## config.mk

```make
export PLATFORM = sky130hd
export DESIGN_NAME = lhp_host_port
export DESIGN_NICKNAME = d
export VERILOG_FILES = /design/src/shared/lhp_pkg.sv /design/src/rtl/lhp_host_port.sv /design/src/rtl/lhp_regmem.sv
export SDC_FILE = /design/constraint.sdc
export NUM_CORES = 2
export LEC_CHECK = 0
export BUFFER_PORTS_ARGS = -buffer_cell sky130_fd_sc_hd__buf_2
export CAP_MARGIN = 20
export CORE_MARGIN = 3
export CORE_UTILIZATION = 43
export DETAILED_ROUTE_END_ITERATION = 8
export GPL_TIMING_DRIVEN = 1
export MAX_ROUTING_LAYER = met4
export PLACE_DENSITY = 0.62
export SLEW_MARGIN = 20
export SYNTH_ARGS = -nofsm -noshare
export SYNTH_HDL_FRONTEND = slang
export SYNTH_SLANG_ARGS = --single-unit
```

## constraint.sdc

```tcl
create_clock -name clk_i -period 2.49 [get_ports clk_i]
set_clock_uncertainty 0.15 [all_clocks]
set_input_delay 0.249 -clock clk_i [delete_from_list [all_inputs] [get_ports clk_i]]
set_output_delay 0.249 -clock clk_i [all_outputs]
set_load 0.05 [all_outputs]
```

## src/shared/lhp_pkg.sv

```systemverilog
// shared constants, types and register map of the line interface host port
package lhp_pkg;

  localparam int ADDR_W  = 7;
  localparam int DATA_W  = 8;
  localparam int PIN_A_W = 8;
  localparam int FLAG_W  = 7;
  localparam int CLOSS_W = 6;

  // per-channel bank offsets
  localparam logic [3:0] REG_IRQ_EN = 4'h4;
  localparam logic [3:0] REG_LIVE   = 4'h5;
  localparam logic [3:0] REG_LATCH  = 4'h6;
  localparam logic [3:0] REG_CLOSS  = 4'h7;

  // global map
  localparam logic [ADDR_W-1:0] CH_LAST   = 7'h3F;
  localparam logic [ADDR_W-1:0] GLOB_BASE = 7'h40;
  localparam logic [ADDR_W-1:0] GLOB_LAST = 7'h43;
  localparam logic [ADDR_W-1:0] TEST_BASE = 7'h44;
  localparam logic [ADDR_W-1:0] TEST_LAST = 7'h4B;
  localparam logic [ADDR_W-1:0] RSV_BASE  = 7'h4C;
  localparam logic [ADDR_W-1:0] RSV_LAST  = 7'h7D;
  localparam logic [ADDR_W-1:0] ID_ADDR   = 7'h7E;
  localparam logic [ADDR_W-1:0] REV_ADDR  = 7'h7F;

  localparam int GLOBAL_IRQ_ENABLE_BIT = 1;

  localparam logic [DATA_W-1:0] RST_BYTE  = 8'h00;
  localparam logic [DATA_W-1:0] ZERO_BYTE = 8'h00;

  // bus styles
  localparam logic STYLE_SPLIT = 1'b0;
  localparam logic STYLE_DIR   = 1'b1;

  typedef enum logic [1:0] {
    ST_IDLE = 2'h0,
    ST_TAKE = 2'h1,
    ST_LOAD = 2'h3,
    ST_DONE = 2'h2
  } lhp_state_t;

  // host pins, all synchronous to the core clock
  typedef struct packed {
    logic               cs_n;
    logic               read_or_data_strobe_n;
    logic               wr_rw;
    logic [PIN_A_W-1:0] addr;
    logic [DATA_W-1:0]  data;
  } lhp_pins_t;

  // one access as taken
  typedef struct packed {
    logic              rd;
    logic [ADDR_W-1:0] addr;
    logic [DATA_W-1:0] data;
  } lhp_acc_t;

endpackage

```

## src/rtl/lhp_host_port.sv

```systemverilog
// parallel host port and register map of the four-channel line interface
`timescale 1ns/1ps
// Contract
// - split strobes: read strobe low with select low reads; device drives data.
// - direction style: low strobe with select low marks access; direction picks kind.
// - split strobes: write strobe low with select low writes; device captures data.
// - direction style: direction high means read, low means write.
// - split strobes: ready goes high when the access is finished.
// - direction style: acknowledge goes low when the access is finished.
// - interrupt pin low on enabled alarm; held inactive while global enable is off.
// - decode 128 byte locations, each reachable by single accesses.
// - each of four channels owns sixteen consecutive control and status registers.
// - channel n bank starts at n times sixteen.
// - four registers after the banks are global command controls.
// - eight readable and writable test registers follow the global controls.
// - span up to identity registers is reserved, no user function.
// - top two locations return fixed identity code and revision.
module lhp_host_port #(
  parameter int                          NUM_CH     = 4,
  parameter logic [lhp_pkg::DATA_W-1:0]  DEVICE_ID  = 8'h5A, // arbitrary value
  parameter logic [lhp_pkg::DATA_W-1:0]  REVISION   = 8'h01  // arbitrary value
) (
  input  wire logic                                      clk_i,
  input  wire logic                                      rst_n_i,
  input  wire logic                                      ce_i,
  input  wire logic                                      bus_style_i,
  input  wire lhp_pkg::lhp_pins_t                        host_i,
  input  wire logic [NUM_CH-1:0][lhp_pkg::FLAG_W-1:0]    alarm_live_i,
  input  wire logic [NUM_CH-1:0][lhp_pkg::CLOSS_W-1:0]   cable_loss_i,
  output logic      [lhp_pkg::DATA_W-1:0]                data_o,
  output logic                                           data_oe_n_o,
  output logic                                           access_done_handshake_o,
  output logic                                           irq_n_o
);

  ////////////////////////////////////////////////////////////////////////////
  // access detection

  lhp_pkg::lhp_state_t state;
  lhp_pkg::lhp_state_t next_state;
  lhp_pkg::lhp_acc_t   acc;

  wire logic selected  = !host_i.cs_n;
  wire logic style_dir = (bus_style_i == lhp_pkg::STYLE_DIR);
  wire logic dir_on    = selected && !host_i.read_or_data_strobe_n;
  wire logic split_on  = selected && (!host_i.read_or_data_strobe_n || !host_i.wr_rw);
  wire logic access_on = style_dir ? dir_on : split_on;
  // direction line picks read or write in direction style, read strobe in split style
  wire logic access_rd = style_dir ? host_i.wr_rw : !host_i.read_or_data_strobe_n;

  always_comb begin
    next_state = state;
    unique case (state)
      lhp_pkg::ST_IDLE: if (access_on) next_state = lhp_pkg::ST_TAKE;
      lhp_pkg::ST_TAKE: next_state = lhp_pkg::ST_LOAD;
      lhp_pkg::ST_LOAD: next_state = lhp_pkg::ST_DONE;
      lhp_pkg::ST_DONE: if (!access_on) next_state = lhp_pkg::ST_IDLE;
    endcase
  end

  always_ff @(posedge clk_i or negedge rst_n_i) begin
    if (!rst_n_i) begin
      state <= lhp_pkg::ST_IDLE;
      acc   <= '0;
    end else if (ce_i) begin
      state <= next_state;
      if (state == lhp_pkg::ST_IDLE) begin
        acc.rd   <= access_rd;
        acc.addr <= host_i.addr[lhp_pkg::ADDR_W-1:0];
        acc.data <= host_i.data;
      end
    end
  end

  ////////////////////////////////////////////////////////////////////////////
  // address decode

  // seven low address bits select one of 128 bytes
  wire logic [3:0] reg_idx  = acc.addr[3:0];
  wire logic [1:0] ch_idx   = acc.addr[5:4];
  wire logic in_chan  = (acc.addr <= lhp_pkg::CH_LAST);
  wire logic is_live  = in_chan && (reg_idx == lhp_pkg::REG_LIVE);
  wire logic is_latch = in_chan && (reg_idx == lhp_pkg::REG_LATCH);
  wire logic is_closs = in_chan && (reg_idx == lhp_pkg::REG_CLOSS);
  wire logic is_irqen = in_chan && (reg_idx == lhp_pkg::REG_IRQ_EN);
  wire logic is_glob  = (acc.addr >= lhp_pkg::GLOB_BASE) && (acc.addr <= lhp_pkg::GLOB_LAST);
  wire logic is_test  = (acc.addr >= lhp_pkg::TEST_BASE) && (acc.addr <= lhp_pkg::TEST_LAST);
  wire logic is_rsv   = (acc.addr >= lhp_pkg::RSV_BASE) && (acc.addr <= lhp_pkg::RSV_LAST);
  wire logic is_id    = (acc.addr == lhp_pkg::ID_ADDR);
  wire logic is_rev   = (acc.addr == lhp_pkg::REV_ADDR);
  // read-only and read-clear bytes are not storage
  wire logic rw_loc   = (in_chan && !is_live && !is_latch && !is_closs) || is_glob || is_test;
  wire logic mem_we   = (state == lhp_pkg::ST_TAKE) && !acc.rd && rw_loc;
  wire logic mem_re   = (state == lhp_pkg::ST_TAKE) && acc.rd;

  logic [lhp_pkg::DATA_W-1:0] mem_q;

  lhp_regmem #(
    .AW (lhp_pkg::ADDR_W),
    .DW (lhp_pkg::DATA_W)
  ) u_mem (
    .clk_i   (clk_i),
    .rst_n_i (rst_n_i),
    .ce_i    (ce_i),
    .we_i    (mem_we),
    .waddr_i (acc.addr),
    .wdata_i (acc.data),
    .re_i    (mem_re),
    .raddr_i (acc.addr),
    .rdata_o (mem_q)
  );

  ////////////////////////////////////////////////////////////////////////////
  // interrupt enables, global enable, alarm flags

  logic [NUM_CH-1:0][lhp_pkg::FLAG_W-1:0] irq_en;
  logic [NUM_CH-1:0][lhp_pkg::FLAG_W-1:0] latched;
  logic [NUM_CH-1:0][lhp_pkg::FLAG_W-1:0] live_q;
  logic                                   global_irq_enable;
  logic [NUM_CH-1:0]                      ch_pend;

  wire logic glob0_we = mem_we && (acc.addr == lhp_pkg::GLOB_BASE);

  always_ff @(posedge clk_i or negedge rst_n_i) begin
    if (!rst_n_i) begin
      global_irq_enable <= 1'b0;
    end else if (ce_i && glob0_we) begin
      global_irq_enable <= acc.data[lhp_pkg::GLOBAL_IRQ_ENABLE_BIT];
    end
  end

  for (genvar c = 0; c < NUM_CH; c++) begin : g_ch
    wire logic [lhp_pkg::FLAG_W-1:0] rise = alarm_live_i[c] & ~live_q[c];
    // read of the latched byte clears it; a new event wins
    wire logic clr = (state == lhp_pkg::ST_LOAD) && acc.rd && is_latch && (ch_idx == 2'(c));
    wire logic [lhp_pkg::FLAG_W-1:0] next_latched = (clr ? '0 : latched[c]) | rise;

    always_ff @(posedge clk_i or negedge rst_n_i) begin
      if (!rst_n_i) begin
        irq_en[c]  <= '0;
        latched[c] <= '0;
        live_q[c]  <= '0;
      end else if (ce_i) begin
        live_q[c]  <= alarm_live_i[c];
        latched[c] <= next_latched;
        if (mem_we && is_irqen && (ch_idx == 2'(c))) begin
          irq_en[c] <= acc.data[lhp_pkg::FLAG_W-1:0];
        end
      end
    end

    // pending only where flag and enable meet
    assign ch_pend[c] = |(latched[c] & irq_en[c]);
  end

  ////////////////////////////////////////////////////////////////////////////
  // read data and handshake

  wire logic [lhp_pkg::DATA_W-1:0] live_byte  = {1'b0, alarm_live_i[ch_idx]};
  wire logic [lhp_pkg::DATA_W-1:0] latch_byte = {1'b0, latched[ch_idx]};
  wire logic [lhp_pkg::DATA_W-1:0] closs_byte = {2'b00, cable_loss_i[ch_idx]};
  wire logic [lhp_pkg::DATA_W-1:0] rd_byte =
      is_live  ? live_byte  :
      is_latch ? latch_byte :
      is_closs ? closs_byte :
      is_id    ? DEVICE_ID  :
      is_rev   ? REVISION   :
      is_rsv   ? lhp_pkg::ZERO_BYTE : mem_q;

  wire logic load_end = (state == lhp_pkg::ST_LOAD);
  wire logic done_end = (state == lhp_pkg::ST_DONE) && !access_on;

  always_ff @(posedge clk_i or negedge rst_n_i) begin
    if (!rst_n_i) begin
      data_o                  <= lhp_pkg::RST_BYTE;
      data_oe_n_o             <= 1'b1;
      access_done_handshake_o <= 1'b0;
      irq_n_o                 <= 1'b1;
    end else if (ce_i) begin
      // interrupt gated by the global enable
      irq_n_o <= !(global_irq_enable && |ch_pend);
      if (load_end) begin
        data_o      <= acc.rd ? rd_byte : lhp_pkg::ZERO_BYTE;
        data_oe_n_o <= !acc.rd;
        access_done_handshake_o <= !style_dir;
      end else if (done_end || state == lhp_pkg::ST_IDLE) begin
        data_oe_n_o             <= 1'b1;
        access_done_handshake_o <= style_dir;
      end
    end
  end

  ////////////////////////////////////////////////////////////////////////////
  // checks

  chk_read_drives: assert property (
    @(posedge clk_i) disable iff (!rst_n_i)
    (state == lhp_pkg::ST_LOAD && ce_i && acc.rd) |=> !data_oe_n_o)
    else $error("read answer not driven");

  chk_write_quiet: assert property (
    @(posedge clk_i) disable iff (!rst_n_i)
    (state == lhp_pkg::ST_DONE && !acc.rd) |-> data_oe_n_o)
    else $error("data driven during write");

  chk_dir_taken: assert property (
    @(posedge clk_i) disable iff (!rst_n_i)
    (state == lhp_pkg::ST_TAKE && $past(state) == lhp_pkg::ST_IDLE && style_dir)
      |-> acc.rd == $past(host_i.wr_rw))
    else $error("direction not taken from direction line");

  chk_ready_high: assert property (
    @(posedge clk_i) disable iff (!rst_n_i)
    (state == lhp_pkg::ST_LOAD && ce_i && !style_dir)
      |=> access_done_handshake_o && state == lhp_pkg::ST_DONE)
    else $error("ready not raised at completion");

  chk_ack_low: assert property (
    @(posedge clk_i) disable iff (!rst_n_i)
    (state == lhp_pkg::ST_LOAD && ce_i && style_dir) |=> !access_done_handshake_o)
    else $error("acknowledge not lowered at completion");

  chk_irq_blocked: assert property (
    @(posedge clk_i) disable iff (!rst_n_i)
    (ce_i && !global_irq_enable) |=> irq_n_o)
    else $error("interrupt active while globally blocked");

  chk_rsv_zero: assert property (
    @(posedge clk_i) disable iff (!rst_n_i)
    (state == lhp_pkg::ST_LOAD && ce_i && acc.rd && is_rsv) |=> data_o == lhp_pkg::ZERO_BYTE)
    else $error("reserved location read nonzero");

  chk_id_value: assert property (
    @(posedge clk_i) disable iff (!rst_n_i)
    (state == lhp_pkg::ST_LOAD && ce_i && acc.rd && is_id) |=> data_o == DEVICE_ID)
    else $error("identity byte wrong");

  chk_latch_clear: assert property (
    @(posedge clk_i) disable iff (!rst_n_i)
    (state == lhp_pkg::ST_LOAD && ce_i && acc.rd && is_latch
      && (alarm_live_i[ch_idx] & ~live_q[ch_idx]) == '0)
      |=> latched[$past(ch_idx)] == '0)
    else $error("latched flags survived a read");

  chk_ro_ignored: assert property (
    @(posedge clk_i) disable iff (!rst_n_i)
    (state == lhp_pkg::ST_TAKE && (is_live || is_closs || is_latch)) |-> !mem_we)
    else $error("write reached a read-only byte");

  chk_done_stands: assert property (
    @(posedge clk_i) disable iff (!rst_n_i)
    (state == lhp_pkg::ST_DONE && ce_i && access_on && !style_dir)
      |=> access_done_handshake_o)
    else $error("ready dropped before release");

  chk_ack_stands: assert property (
    @(posedge clk_i) disable iff (!rst_n_i)
    (state == lhp_pkg::ST_DONE && ce_i && access_on && style_dir)
      |=> !access_done_handshake_o)
    else $error("acknowledge dropped before release");

  chk_release_idle: assert property (
    @(posedge clk_i) disable iff (!rst_n_i)
    (state == lhp_pkg::ST_DONE && ce_i && !access_on)
      |=> data_oe_n_o && state == lhp_pkg::ST_IDLE)
    else $error("data still driven after release");

  chk_irq_follows: assert property (
    @(posedge clk_i) disable iff (!rst_n_i)
    (ce_i && global_irq_enable && |ch_pend) |=> !irq_n_o)
    else $error("enabled alarm did not raise interrupt");

  chk_rev_value: assert property (
    @(posedge clk_i) disable iff (!rst_n_i)
    (state == lhp_pkg::ST_LOAD && ce_i && acc.rd && is_rev) |=> data_o == REVISION)
    else $error("revision byte wrong");

  chk_glob_enable: assert property (
    @(posedge clk_i) disable iff (!rst_n_i)
    (state == lhp_pkg::ST_TAKE && ce_i && !acc.rd && acc.addr == lhp_pkg::GLOB_BASE)
      |=> global_irq_enable == acc.data[lhp_pkg::GLOBAL_IRQ_ENABLE_BIT])
    else $error("global enable not taken from command byte");

  chk_ce_freeze: assert property (
    @(posedge clk_i) disable iff (!rst_n_i)
    !ce_i |=> state == $past(state))
    else $error("state moved while clock enable low");

endmodule

```

## src/rtl/lhp_regmem.sv

```systemverilog
// byte-wide register storage with registered read data
`timescale 1ns/1ps
module lhp_regmem #(
  parameter int AW = 7,
  parameter int DW = 8
) (
  input  wire logic          clk_i,
  input  wire logic          rst_n_i,
  input  wire logic          ce_i,
  input  wire logic          we_i,
  input  wire logic [AW-1:0] waddr_i,
  input  wire logic [DW-1:0] wdata_i,
  input  wire logic          re_i,
  input  wire logic [AW-1:0] raddr_i,
  output logic      [DW-1:0] rdata_o
);

  logic [DW-1:0] mem [2**AW];

  always_ff @(posedge clk_i or negedge rst_n_i) begin
    if (!rst_n_i) begin
      for (int i = 0; i < 2**AW; i++) begin
        mem[i] <= '0;
      end
      rdata_o <= '0;
    end else if (ce_i) begin
      if (we_i) begin
        mem[waddr_i] <= wdata_i;
      end
      if (re_i) begin
        rdata_o <= mem[raddr_i];
      end
    end
  end

endmodule

```

==> impl_metrics.prom <==
# TYPE chip_impl_metric gauge
chip_impl_info{name="status",value="finished, violations left"} 1
chip_impl_info{name="violations_in_the_final_reports",value="setup timing"} 1
chip_impl_metric{name="detail_route.drc_violations",unit=""} 0
chip_impl_metric{name="drv_cap",unit=""} 0
chip_impl_metric{name="initial_core_util",unit="%"} 43.5
chip_impl_metric{name="cts_buffers",unit=""} 114
chip_impl_metric{name="area_delta_synth_final",unit="%"} 20.5
chip_impl_metric{name="timing.critical_path.arrival",unit="ps"} 3240
chip_impl_metric{name="path_max_fanout",unit=""} 9
chip_impl_metric{name="intPower",unit="W"} 0.0390
chip_impl_metric{name="final_util",unit="%"} 52.4
chip_impl_metric{name="die_area",unit="sq um"} 116000
chip_impl_metric{name="drt_wl_total",unit="um"} 128000
chip_impl_metric{name="final_layout_size_suffix_gt1_share",unit="%"} 46.4
chip_impl_metric{name="vias",unit=""} 27410
chip_impl_metric{name="firstDrtPassIters",unit=""} 5
chip_impl_info{name="rsz0062_at_grt",value="yes"} 1
chip_impl_metric{name="io_buffers",unit=""} 84
chip_impl_metric{name="fmaxAchievable",unit="GHz"} 0.356
chip_impl_metric{name="design.final.nets",unit=""} 3454
chip_impl_metric{name="clk-insertion-delay-late",unit="ps"} 730
chip_impl_metric{name="rows",unit=""} 122
chip_impl_metric{name="worst_setup_hold_path_clk_slew",unit="ps"} 70
chip_impl_metric{name="vdd_drop_max",unit="V"} 0.000784
chip_impl_info{name="yosys_most_used_dff",value="dfrtp_1"} 1
chip_impl_metric{name="cts.sinks",unit=""} 1146
chip_impl_metric{name="ctsLongestPathBuffers",unit=""} 3
chip_impl_metric{name="grt_antenna_before_repair",unit=""} 2
chip_impl_metric{name="min_period",unit="ps"} 2810
chip_impl_metric{name="largest_net_degree_at_the_start_of_global_routing",unit=""} 159
chip_impl_info{name="setup.worst_path.class",value="reg -> reg"} 1
chip_impl_metric{name="fillers",unit=""} 8823
chip_impl_metric{name="seq_area_frac_synth",unit="%"} 59.5
chip_impl_metric{name="die-height",unit="um"} 341
chip_impl_metric{name="timing_worst_slew_pin_value",unit="ps"} 983
chip_impl_metric{name="synth-async-reset-ratio",unit="%"} 100
chip_impl_metric{name="drt_first_iter_violations",unit=""} 1990
chip_impl_metric{name="pwr-share-comb",unit="%"} 32.4
chip_impl_metric{name="synth_area_per_cell",unit="sq um"} 14.0
chip_impl_metric{name="ant_nets",unit=""} 0
chip_impl_metric{name="yosysUniqueCellTypes",unit=""} 57
chip_impl_metric{name="syn_area",unit="sq um"} 48200
chip_impl_metric{name="vias_per_std_cell",unit=""} 5.52
chip_impl_metric{name="post-route-worst-setup-slack",unit="ps"} -317
chip_impl_info{name="cts_root_buffer",value="clkbuf_16"} 1
chip_impl_info{name="worst_setup_path_start_kind",value="flip-flop"} 1
chip_impl_metric{name="cell_area_power_density",unit="nW/um^2"} 1000
chip_impl_info{name="tritoncts_clock_tree",value="done"} 1
chip_impl_metric{name="pre_cts_slack",unit="ps"} -773
chip_impl_metric{name="power.leakage",unit="nW"} 28.0
chip_impl_metric{name="num_io_pins",unit=""} 86
chip_impl_metric{name="gp_routability_congestion",unit=""} 0.891
chip_impl_metric{name="p_total",unit="W"} 0.0583
chip_impl_metric{name="hold_viol_final",unit=""} 0
chip_impl_metric{name="p_switching",unit="W"} 0.0192
chip_impl_metric{name="power_switching_share",unit="%"} 33.0
chip_impl_metric{name="final_max_slew_viol_count",unit=""} 0
chip_impl_metric{name="synth_enable_flop_cells",unit=""} 0
chip_impl_metric{name="die_width",unit="um"} 341
chip_impl_info{name="holdCritPathClass",value="in -> reg"} 1
chip_impl_metric{name="grt_pass1_wl",unit="um"} 195000
chip_impl_metric{name="worst-endpoint-required",unit="ps"} 2930
chip_impl_metric{name="cts.htree.levels",unit=""} 3
chip_impl_metric{name="period_share",unit="%"} 113
chip_impl_metric{name="floorplan.core_area",unit="sq um"} 111000
chip_impl_metric{name="timing.final.setup_violations",unit=""} 421
chip_impl_info{name="end_kind",value="flip-flop"} 1
chip_impl_metric{name="synth.net_count",unit=""} 3510
chip_impl_metric{name="synthesis.yosys.warnings",unit=""} 0
chip_impl_metric{name="grt_remaining_overflow",unit=""} 0
chip_impl_metric{name="seq_pwr_share",unit="%"} 35.5
chip_impl_metric{name="timing.slew.headroom",unit="%"} 34.5
chip_impl_metric{name="grt_use_total",unit="%"} 22.8
chip_impl_metric{name="grt_pass1_vias",unit=""} 30108
chip_impl_metric{name="fraction_of_power_consumed_by_the_clock_network",unit="%"} 32.1
chip_impl_metric{name="yosys_register_bits",unit=""} 1146
chip_impl_metric{name="hpwl",unit="um"} 84900
chip_impl_metric{name="synthesis.instances",unit=""} 3435
chip_impl_metric{name="avgRoutedWirePerCell",unit="um"} 25.7
-- power by group through the flow --
stage | registers, W | clock network (W) | logic, W
2_1_floorplan | 0.0204 | 0 | 0.00875
3_3_place_gp | 0.0210 | 0 | 0.0159
3_5_place_dp | 0.0210 | 0 | 0.0161
4_1_cts | 0.0207 | 0.0190 | 0.0180
5_1_grt | 0.0208 | 0.0198 | 0.0197
6_report | 0.0207 | 0.0187 | 0.0189
-- layout by cell type, fill, tap and decap left out, types with 14 or more instances in the layout --
cell type | netlist | routed
dfrtp_1 | 1144 | 1131
mux2_2 | 515 | 507
buf_4 | 17 | 233
mux4_2 | 224 | 224
mux2i_1 | 151 | 143
clkbuf_16 | 0 | 120
buf_12 | 0 | 98
nand2_1 | 120 | 96
a22oi_1 | 97 | 83
buf_2 | 50 | 83
o21ai_0 | 81 | 77
mux2_4 | 37 | 59
nor2_1 | 57 | 53
dlygate4sd3_1 | 0 | 52
buf_6 | 9 | 38
a21oi_1 | 41 | 33
inv_1 | 33 | 32
nand3_1 | 29 | 28
nand2_8 | 0 | 26
clkbuf_8 | 0 | 24
clkbuf_1 | 619 | 23
clkinv_2 | 0 | 20
bufinv_16 | 0 | 18
nand4_1 | 17 | 17
nor3_1 | 25 | 15
a22oi_2 | 0 | 14
-- routing by layer --
metal  routed length [um]  global-route usage [%]  up-vias  share of wire, %
li1                     -                       -    11825                 -
met1                56400                    31.3    14571                44
met2                60700                    35.3      801                48
met3                 7010                    3.36      213               5.5
met4                 3650                    7.18        0               2.9
met5                    0                       -        -                 0
-- cells in the mapped netlist, drive strengths merged, types with 4 or more instances --
cell,instances,area (sq um)
a2111oi,4,35.0
a211oi,7,52.6
a21oi,41,205
a221oi,7,61.3
a22o,7,61.3
a22oi,97,728
and2,9,56.3
buf,84,509
clkbuf,619,2320
dfrtp,1144,28600
inv,34,128
mux2,566,6510
mux2i,151,1510
mux4,224,5040
nand2,139,639
nand2b,8,50.1
nand3,29,145
nand4,17,106
nor2,58,220
nor2b,11,68.8
nor3,29,165
nor3b,5,42.5
nor4,6,56.3
o211ai,10,75.1
o21ai,81,405
o21bai,4,30.0
o22ai,10,62.6
o32ai,4,35.0
-- through the flow --
stage | TNS, ps | cell area [sq um] | hold WS, ps | instances
floorplan | 0 | 48300 | -197 | 3435
global placement | -92680 | 51300 | 17.3 | 4637
detailed placement | -106910 | 51300 | 28.2 | 4637
CTS | -35190 | 57400 | 14.0 | 4938
global route | -61390 | 58100 | 128 | 4968
finish | -48140 | 58100 | 44.7 | 4969
-- cells by family after synthesis --
group                  count (synthesis)  share of synthesized area [%]
muxes                                941                           27.1
buffers and inverters                737                           6.14
and+or+nand+nor                      323                           3.41
DFF                                 1146                           59.5
AOI/OAI and AO/OA                    288                           3.89
-- timing repair --
item                                   4_1_cts  5_1_grt
buffers inserted                            39       26
resized for setup                          217       71
cloned                                       6        7
pin swaps                                   41       47
setup endpoints to repair                  517      535
endpoints found under the hold margin     1139        0
hold buffers                                52        0
-- critical path: stages (launching register included) --
cell and delay, ps:
dfrtp_4 450, buf_12 170, buf_12 150, mux4_2 520, mux4_2 480, o21ai_1 130
buf_4 140, a21oi_1 70, a211oi_4 310, nor3_1 90
-- flip-flops by register name, indices dropped and copies added (netlist names), 2 cells and up --
register / cells
state: 2
data_o: 8
u_mem.mem: 1024
live_q: 28
acc: 16
u_mem.rdata_o: 8
irq_en: 28
latched: 28
-- area by class of cell --
class                           count  area (sq um)  area share (%)
Timing Repair Buffer              528          5620            9.67
Clock buffer                      162          3290            5.67
Multi-Input combinational cell   1555         17700            30.4
Inverter                           34           131           0.226
Sequential cell                  1146         28700            49.4
Clock inverter                     54           837            1.44
Antenna cell                        2          5.00         0.00861
Tap cell                         1488          1860            3.20
-- path summary, 6_finish.rpt --
kind,startpoint,end,slack [ps],depth (start not counted)
max reg2reg,acc[9],u_mem.rdata_o[6],-320,9
min,host_i[17],data_oe_n_o,40,7
max in group asynchronous,rst_n_i,acc[8],770,3
max,acc[9],u_mem.rdata_o[6],-320,9
min in group asynchronous,rst_n_i,u_mem.mem[469],130,3
min reg2reg,u_mem.mem[973],u_mem.mem[973],220,0
Note: power is estimated with default switching activity, not from simulation.
